### config.mk
export PLATFORM = sky130hd
export DESIGN_NAME = pof_formatter
export DESIGN_NICKNAME = d
export VERILOG_FILES = /design/src/inc/pof_pkg.sv /design/src/verilog/pof_fifo.sv /design/src/verilog/pof_hs_gen.sv /design/src/verilog/pof_formatter.sv
export VERILOG_INCLUDE_DIRS = /design/src /design/src/inc
export SDC_FILE = /design/constraint.sdc
export NUM_CORES = 1
export LEC_CHECK = 0
export BUFFER_PORTS_ARGS = -buffer_cell sky130_fd_sc_hd__buf_2
export CAP_MARGIN = 20
export CORE_ASPECT_RATIO = 0.8
export CORE_MARGIN = 3
export CORE_UTILIZATION = 30
export CTS_CLUSTER_DIAMETER = 60
export DETAILED_ROUTE_END_ITERATION = 10
export SLEW_MARGIN = 20
export SYNTH_ARGS = -nofsm -noshare
export SYNTH_HDL_FRONTEND = slang
export SYNTH_SLANG_ARGS = --single-unit
export TNS_END_PERCENT = 50
### constraint.sdc
create_clock -name i_core_clk -period 15.15 [get_ports i_core_clk]
set_input_delay 3.03 -clock i_core_clk [delete_from_list [all_inputs] [get_ports i_core_clk]]
set_output_delay 3.03 -clock i_core_clk [all_outputs]
set_load 0.02 [all_outputs]
### src/inc/pof_consts.svh
`ifndef POF_CONSTS_SVH
`define POF_CONSTS_SVH
// Purpose: Offsets, field positions, reset values and timing counts of the output formatter.
// Assumes: Register addresses are 8 bits wide and registers are 8 bits wide.
// Notes: Pixel fields are 7 bits per colour.

// -----------------------------------------------------------------
// Register offsets
// -----------------------------------------------------------------
`define POF_REG_FMT 8'h15
`define POF_REG_HS 8'h16
`define POF_REG_MON 8'h17

// -----------------------------------------------------------------
// Field positions and reset values
// -----------------------------------------------------------------
`define POF_FMT_DUAL 7
`define POF_FMT_PAR 6
`define POF_FMT_SWAP 5
`define POF_FMT_RST 8'h00
`define POF_HS_POL 7
`define POF_HS_WIDTH_HI 6
`define POF_HS_RST 8'h90
`define POF_MON_SOG 0
`define POF_MON_PHASE_LO 1
`define POF_MON_PHASE_HI 2
`define POF_MON_RST 8'h00

// -----------------------------------------------------------------
// Timing counts in core clock cycles, and FIFO depth in words
// -----------------------------------------------------------------
`define POF_PHASE_TAPS 4
`define POF_SYNC_DLY 3
`define POF_FIFO_DEPTH 32
`endif

### src/inc/pof_pkg.sv
// Purpose: Types shared by the output formatter files.
// Assumes: Seven bits per colour sample.
// Notes: The word carries the start-of-line flag beside the pixel.
package pof_pkg;
   typedef struct packed {
      logic [6:0] r;
      logic [6:0] g;
      logic [6:0] b;
   } pof_pix_t;

   typedef struct packed {
      logic sol;
      pof_pix_t pix;
   } pof_word_t;

   typedef struct packed {
      pof_pix_t a;
      pof_pix_t b;
      logic b_oe;
      logic clk;
      logic hs;
   } pof_out_t;

   typedef enum logic [1:0] {
      POF_ST_FIRST = 2'b01,
      POF_ST_SECOND = 2'b10
   } pof_slot_t;
endpackage

### src/verilog/pof_fifo.sv
// Purpose: Word FIFO in front of the formatter.
// Assumes: DEPTH is a power of two.
// Notes: Full and empty come from pointers with one extra wrap bit.
module pof_fifo #(
   parameter int WIDTH = 22,
   parameter int DEPTH = 32
) (
   // Clock and reset
   input wire logic i_core_clk,
   input wire logic i_reset,
   // Fill side
   input wire logic i_in_valid,
   input wire logic [WIDTH-1:0] i_in_data,
   output logic o_in_ready,
   // Drain side
   output logic o_out_valid,
   output logic [WIDTH-1:0] o_out_data,
   input wire logic i_out_ready
);
   localparam int AW = $clog2(DEPTH);
   logic [WIDTH-1:0] mem [DEPTH];
   logic [AW:0] wr_q, wr_d, rd_q, rd_d;
   logic push, pop;

   assign o_in_ready = (wr_q[AW] == rd_q[AW]) || (wr_q[AW-1:0] != rd_q[AW-1:0]);
   assign o_out_valid = wr_q != rd_q;
   assign o_out_data = mem[rd_q[AW-1:0]];
   assign push = i_in_valid && o_in_ready;
   assign pop = o_out_valid && i_out_ready;

   always_comb begin
      wr_d = wr_q + (AW+1)'(push);
      rd_d = rd_q + (AW+1)'(pop);
   end

   always_ff @(posedge i_core_clk or posedge i_reset) begin
      if (i_reset) begin
         wr_q <= '0;
         rd_q <= '0;
      end else begin
         wr_q <= wr_d;
         rd_q <= rd_d;
      end
   end

   always_ff @(posedge i_core_clk) begin
      if (push) begin
         mem[wr_q[AW-1:0]] <= i_in_data;
      end
   end
endmodule

### src/verilog/pof_hs_gen.sv
// Purpose: Rebuilds the line sync pulse with programmed width and polarity.
// Assumes: Width counts output pixels; zero width gives no pulse.
// Notes: Output is registered so it lands in the same cycle as the data stage.
module pof_hs_gen #(
   parameter int WBITS = 7
) (
   // Clock and reset
   input wire logic i_core_clk,
   input wire logic i_reset,
   // Control
   input wire logic i_start,
   input wire logic i_pix_en,
   input wire logic [WBITS-1:0] i_width,
   input wire logic i_pol,
   // Sync out
   output logic o_hs
);
   logic [WBITS-1:0] cnt_q, cnt_d;
   logic hs_q, hs_d;

   always_comb begin
      cnt_d = cnt_q;
      if (i_start) begin
         cnt_d = i_width;
      end else if (i_pix_en && cnt_q != '0) begin
         cnt_d = cnt_q - WBITS'(1);
      end
      hs_d = (cnt_d != '0) ? i_pol : ~i_pol;
   end

   always_ff @(posedge i_core_clk or posedge i_reset) begin
      if (i_reset) begin
         cnt_q <= '0;
         hs_q <= 1'b0;
      end else begin
         cnt_q <= cnt_d;
         hs_q <= hs_d;
      end
   end

   assign o_hs = hs_q;
endmodule

### src/verilog/pof_formatter.sv
// Purpose: Routes pixels to port pairs and drives output clock, line sync and sync monitor.
// Assumes: One pixel every two core cycles; core clock is the pixel sampling clock.
// Notes: A phase delay line moves data, clocks and line sync together.
// Functional notes
// - Single mode: data on first port, second high-impedance.
// - Dual mode alternates pixels between both ports.
// - Parallel: both ports update every second pixel.
// - Interleaved: ports update alternately, one per pixel.
// - First pixel after line sync to first port.
// - Swap bit reverses the dual routing.
// - Fixed latency from sample to output.
// - Phase shift moves data, clocks, sync together.
// - Complementary output clock pair from pixel clock.
// - Single mode: output clock at pixel rate.
// - Dual mode: clock and data at half rate.
// - Line sync stays aligned with clock and data.
// - Software sets line sync polarity and width.
// - Monitor selects slicer result or delayed sync.
// - Monitor gets no processing beyond slicing.
`include "pof_consts.svh"
module pof_formatter import pof_pkg::*; #(
   parameter int DEPTH = `POF_FIFO_DEPTH
) (
   // Clock and reset
   input wire logic i_core_clk,
   input wire logic i_reset,
   // Register port
   input wire logic i_reg_wr,
   input wire logic [7:0] i_reg_addr,
   input wire logic [7:0] i_reg_wdata,
   output logic [7:0] o_reg_rdata,
   // Sampled pixels
   input wire logic i_pix_valid,
   input wire pof_word_t i_pix,
   output logic o_pix_ready,
   // Downstream hold
   input wire logic i_out_ready,
   // Sync pins
   input wire logic i_hsync,
   input wire logic i_green_embedded_sync,
   // Output ports
   output pof_pix_t o_port_a,
   output pof_pix_t o_port_b,
   output logic o_port_b_oe,
   output logic o_data_out_clock,
   output logic o_data_out_clock_n,
   output logic o_line_sync_out,
   output logic o_sync_slice_monitor_out
);
   // -----------------------------------------------------------------
   // Registers
   // -----------------------------------------------------------------
   logic [7:0] fmt_q, fmt_d, hs_q, hs_d, mon_q, mon_d, rdata_d;
   logic dual, par, swap;
   logic [1:0] phase;

   always_comb begin
      fmt_d = fmt_q;
      hs_d = hs_q;
      mon_d = mon_q;
      if (i_reg_wr) begin
         unique case (i_reg_addr)
            `POF_REG_FMT: fmt_d = i_reg_wdata;
            `POF_REG_HS: hs_d = i_reg_wdata;
            `POF_REG_MON: mon_d = i_reg_wdata;
            default: ;
         endcase
      end
      unique case (i_reg_addr)
         `POF_REG_FMT: rdata_d = fmt_q;
         `POF_REG_HS: rdata_d = hs_q;
         `POF_REG_MON: rdata_d = mon_q;
         default: rdata_d = 8'h00;
      endcase
   end

   always_ff @(posedge i_core_clk or posedge i_reset) begin
      if (i_reset) begin
         fmt_q <= `POF_FMT_RST;
         hs_q <= `POF_HS_RST;
         mon_q <= `POF_MON_RST;
         o_reg_rdata <= 8'h00;
      end else begin
         fmt_q <= fmt_d;
         hs_q <= hs_d;
         mon_q <= mon_d;
         o_reg_rdata <= rdata_d;
      end
   end

   assign dual = fmt_q[`POF_FMT_DUAL];
   assign par = fmt_q[`POF_FMT_PAR];
   assign swap = fmt_q[`POF_FMT_SWAP];
   assign phase = mon_q[`POF_MON_PHASE_HI:`POF_MON_PHASE_LO];

   // -----------------------------------------------------------------
   // Pixel buffer and pixel-rate enable
   // -----------------------------------------------------------------
   logic fifo_valid, pop, ph_q, ph_d, pix_en;
   pof_word_t word;

   // The pixel rate is half the core rate so a single-mode output clock can make a full period per pixel.
   assign pix_en = ~ph_q;
   assign pop = pix_en && fifo_valid && i_out_ready;

   pof_fifo #(.WIDTH($bits(pof_word_t)), .DEPTH(DEPTH)) u_fifo (
      .i_core_clk(i_core_clk),
      .i_reset(i_reset),
      .i_in_valid(i_pix_valid),
      .i_in_data(i_pix),
      .o_in_ready(o_pix_ready),
      .o_out_valid(fifo_valid),
      .o_out_data(word),
      .i_out_ready(pop)
   );

   // -----------------------------------------------------------------
   // Port routing
   // -----------------------------------------------------------------
   pof_slot_t st_q, st_d, slot;
   pof_pix_t hold_q, hold_d;
   pof_out_t raw_q, raw_d;
   logic pclk_q, pclk_d, to_b;

   always_comb begin
      slot = word.sol ? POF_ST_FIRST : st_q;
      to_b = (slot == POF_ST_SECOND) ^ swap;
      ph_d = ~ph_q;
      st_d = st_q;
      hold_d = hold_q;
      pclk_d = pix_en ? ~pclk_q : pclk_q;
      raw_d = raw_q;
      raw_d.hs = 1'b0;
      raw_d.b_oe = dual;
      // Single mode toggles every core cycle, dual every pixel: a full or half pixel-rate clock.
      raw_d.clk = dual ? pclk_q : ph_q;
      if (pop) begin
         st_d = (slot == POF_ST_FIRST) ? POF_ST_SECOND : POF_ST_FIRST;
         if (!dual) begin
            raw_d.a = word.pix;
         end else if (!par) begin
            if (to_b) begin
               raw_d.b = word.pix;
            end else begin
               raw_d.a = word.pix;
            end
         end else if (slot == POF_ST_FIRST) begin
            hold_d = word.pix;
         end else if (swap) begin
            raw_d.a = word.pix;
            raw_d.b = hold_q;
         end else begin
            raw_d.a = hold_q;
            raw_d.b = word.pix;
         end
      end
   end

   always_ff @(posedge i_core_clk or posedge i_reset) begin
      if (i_reset) begin
         ph_q <= 1'b0;
         st_q <= POF_ST_FIRST;
         hold_q <= '0;
         pclk_q <= 1'b0;
         raw_q <= '0;
      end else begin
         ph_q <= ph_d;
         st_q <= st_d;
         hold_q <= hold_d;
         pclk_q <= pclk_d;
         raw_q <= raw_d;
      end
   end

   // -----------------------------------------------------------------
   // Line sync and phase delay line
   // -----------------------------------------------------------------
   logic gen_hs;
   pof_out_t stage;
   pof_out_t tap_q [`POF_PHASE_TAPS];
   pof_out_t tap_d [`POF_PHASE_TAPS];
   pof_out_t out_q, out_d;

   pof_hs_gen #(.WBITS(7)) u_hs (
      .i_core_clk(i_core_clk),
      .i_reset(i_reset),
      .i_start(pop && word.sol),
      .i_pix_en(pix_en),
      .i_width(hs_q[`POF_HS_WIDTH_HI:0]),
      .i_pol(hs_q[`POF_HS_POL]),
      .o_hs(gen_hs)
   );

   always_comb begin
      stage = raw_q;
      stage.hs = gen_hs;
      tap_d[0] = stage;
      for (int i = 1; i < `POF_PHASE_TAPS; i++) begin
         tap_d[i] = tap_q[i-1];
      end
      out_d = tap_q[phase];
   end

   always_ff @(posedge i_core_clk or posedge i_reset) begin
      if (i_reset) begin
         for (int i = 0; i < `POF_PHASE_TAPS; i++) begin
            tap_q[i] <= '0;
         end
         out_q <= '0;
      end else begin
         tap_q <= tap_d;
         out_q <= out_d;
      end
   end

   assign o_port_a = out_q.a;
   assign o_port_b = out_q.b;
   assign o_port_b_oe = out_q.b_oe;
   assign o_data_out_clock = out_q.clk;
   assign o_data_out_clock_n = ~out_q.clk;
   assign o_line_sync_out = out_q.hs;

   // -----------------------------------------------------------------
   // Sync monitor
   // -----------------------------------------------------------------
   // Both pins are asynchronous; the first flop of each pair feeds only the second.
   logic [1:0] hs_sync_q, hs_sync_d, sog_sync_q, sog_sync_d;
   logic [`POF_SYNC_DLY-1:0] hs_dly_q, hs_dly_d;
   logic mon_out_q, mon_out_d;

   always_comb begin
      hs_sync_d = {hs_sync_q[0], i_hsync};
      sog_sync_d = {sog_sync_q[0], i_green_embedded_sync};
      hs_dly_d = {hs_dly_q[`POF_SYNC_DLY-2:0], hs_sync_q[1]};
      mon_out_d = mon_q[`POF_MON_SOG] ? sog_sync_q[1] : hs_dly_q[`POF_SYNC_DLY-1];
   end

   always_ff @(posedge i_core_clk or posedge i_reset) begin
      if (i_reset) begin
         hs_sync_q <= 2'h0;
         sog_sync_q <= 2'h0;
         hs_dly_q <= '0;
         mon_out_q <= 1'b0;
      end else begin
         hs_sync_q <= hs_sync_d;
         sog_sync_q <= sog_sync_d;
         hs_dly_q <= hs_dly_d;
         mon_out_q <= mon_out_d;
      end
   end

   assign o_sync_slice_monitor_out = mon_out_q;
endmodule

==> flow_metrics.py <==
metrics = {
    "outcome": {
        "status": "finished clean",
    },
    "cts": {
        "tritoncts": "yes",
        "cts.sinks": 1058,
        "cts_hold_buffers": 0,
        "insertion_delay_ns": 0.68,
        "clk_path_buf_depth": 3,
        "cts_resized": 0,
        "htreeDepth": 3,
        "cts_setup_buffers": 0,
        "numCtsBuffers": 104,
        "ctsRootBufferMaster": "clkbuf_16",
        "path_clk_slew_ns": 0.06,
    },
    "logic_synthesis": {
        "ys_ff_latch": 1058,
        "syn_nets": 2095,
        "yosysSeqAreaShare_pct": 75.6,
        "yosysWarningCount": 0,
        "async_reset_ff_share_pct": 33.5,
        "netlist_area_mm2": 0.0397,
        "yosysUniqueCellTypes": 54,
        "synth_ff_type": "edfxtp_1",
        "synth_edf_count": 704,
        "synth_cells": 2044,
        "avgSynthCellArea_um2": 19.4,
    },
    "detailed_routing": {
        "ant_nets": 0,
        "wl_um": 91100,
        "dr_total_vias": 19400,
        "post-route-drc-count": 0,
        "via_per_inst": 4.84,
        "drt_iter0_drc": 1871,
        "dr.pass1.iters": 5,
        "wire_per_inst_um": 22.8,
    },
    "place": {
        "dp_slack_ns": 9.33,
        "gp_congestion": 0.815,
        "dp_hpwl_um": 57800,
        "numPortBuffers": 100,
    },
    "worst_setup_path": {
        "cp-start-kind": "register",
        "path_cells": "xor2_1 -> nor3_1 -> nand3b_1 -> buf_2",
        "cp-end-kind": "primary output",
        "path_delay_family": "flip-flops",
        "worstPathRequired_ns": 12.12,
        "crit_path_top_delay_cell": "dfrtp_4",
        "cp.arrival_ns": 2.52,
        "critPathMaxFanout": 42,
        "cpPeakStageDelay_ns": 0.95,
        "path_buf_inv": 1,
        "crit_type": "register to primary output",
    },
    "sta": {
        "setup_tns_ns": 0,
        "period_share_pct": 36.6,
        "worst_slew_pin_slew_ns": 1.10,
        "whs_ns": 0.347,
        "grt_setup_unrepaired": "no",
        "clock.fmax_mhz": 180,
        "relSlewSlack_pct": 26.9,
        "final-hold-violation-count": 0,
        "fin_ws_ns": 9.60,
        "report.final.setup_viol": 0,
        "slew_viol_final": 0,
        "fin_crit_ns": 5.55,
        "skew_ns": 0.0333,
    },
    "floorplanning": {
        "coreArea_mm2": 0.130,
        "chipHeight_um": 331,
        "fp.dieArea_mm2": 0.137,
        "fp.dieW_um": 413,
        "io_pins": 101,
        "rows": 118,
        "start_util_pct": 30.5,
    },
    "grt": {
        "antenna_found_initial": 3,
        "grt_pass1_vias": 20100,
        "grt_use_total_pct": 13.2,
        "grt-ovfl-total": 0,
        "grt_pass1_wl_um": 136000,
        "grt_start_max_net_pins": 136,
    },
    "pwr": {
        "p_leak_uw": 0.0166,
        "power_density_mw_per_mm2": 186,
        "ir_drop_mv": 0.103,
    },
    "final_layout": {
        "nets": 2227,
        "areaGrowthSynthToFinish_pct": 15.4,
        "register_area_mm2": 0.0300,
        "mostFrequentLayoutCells": "edfxtp_1, dfrtp_1, mux2_2",
        "fillers": 11900,
        "num_antenna_cells": 0,
        "layout_commonest_cell": "edfxtp_1",
        "drive_gt1_share_pct": 29.0,
        "multi_input_area_mm2": 0.00930,
    },
    "hold_path": {
        "hold_path_class": "register to register",
    },
    "run": {
        "max-cap-violations": 0,
    },
}
[layout make-up]
class / count / share of cell area [%]
flip-flops and latches: 1058 / 65.5
repair buffers: 131 / 1.63
clock buffers: 136 / 6.28
clock inverters: 57 / 1.40
inverters: 10 / 0.0983
well taps: 1740 / 4.75
multi-input cells: 871 / 20.3
[power breakdown]
| part | total, µW | switching (µW) | internal, µW | leakage [µW] |
|---|---|---|---|---|
| clock | 2630 | 1090 | 1530 | 0.00173 |
| sequential | 3740 | 268 | 3470 | 0.0109 |
| combinational | 2140 | 1290 | 847 | 0.00389 |
[stage by stage]
| stage | instances | cell area, µm² | util (%) | power [µW] |
|---|---|---|---|---|
| 2_1_floorplan | 2044 | 39700 | - | 5140 |
| 3_3_place_gp | 3808 | 42100 | 32.3 | 5890 |
| 3_5_place_dp | 3808 | 42200 | 32.4 | 5940 |
| 4_1_cts | 4001 | 45700 | 35.1 | 8580 |
| 5_1_grt | 4003 | 45800 | 35.1 | 8880 |
| 6_report | 4003 | 45800 | 35.1 | 8500 |
[sequential cells by signal, indices dropped and copies added (netlist names), 2 cells and up]
name         cells
u_fifo.rd_q      6
mon_q            8
o_port_b        21
tap_d          135
hold_q          21
u_fifo.wr_q      6
sog_sync_q       2
o_reg_rdata      8
fmt_q            8
tap_q           45
st_q             2
raw_q           44
u_hs.cnt_q       7
hs_q             8
hs_sync_q        2
u_fifo.mem     704
o_port_a        21
hs_dly_q         3
[cell usage after synthesis, types with 35 or more instances]
cell type	count	area, µm²
nand2_1	38	143
mux2i_1	137	1370
nor2_1	64	240
dfrtp_1	351	8780
mux2_2	156	1760
a22oi_1	54	405
edfxtp_1	704	21100
nand3_1	36	180
clkbuf_1	35	131
mux4_2	135	3040
o211ai_1	38	285
buf_2	50	250
[per-layer routing]
metal	GRT usage (%)	share of wire (%)	wire length [µm]	up-vias
met3	3.12	7.2	6530	148
met2	19.9	45	41400	591
li1	-	-	-	8341
met1	19.0	45	40700	10300
met4	3.93	2.7	2480	0
met5	0	0	0	-
[kinds of logic after synthesis]
kind of cell	count (synthesis)	synth area share, %
AO/OA/AOI/OAI	207	4.14
XOR/XNOR	22	0.485
adder cells (fa/ha/maj)	6	0.189
buffers and inverters	115	1.51
flip-flops	1058	75.6
multiplexers	428	15.5
AND/OR/NAND/NOR	208	2.56
[path summary, 6_finish.rpt]
check	startpoint	to	slack, ns	depth (start not counted)
setup / recovery	u_fifo.rd_q[0]	o_pix_ready	9.60	4
hold reg to reg	raw_q[2]	tap_d[92]	0.35	0
max in group asynchronous	i_reset	tap_d[123]	10.33	4
setup reg to reg	u_fifo.rd_q[0]	raw_q[10]	10.71	7
min in group asynchronous	i_reset	tap_d[47]	2.59	2
hold / removal	raw_q[2]	tap_d[92]	0.35	0
No activity file was read; power rests on OpenSTA's default activity.
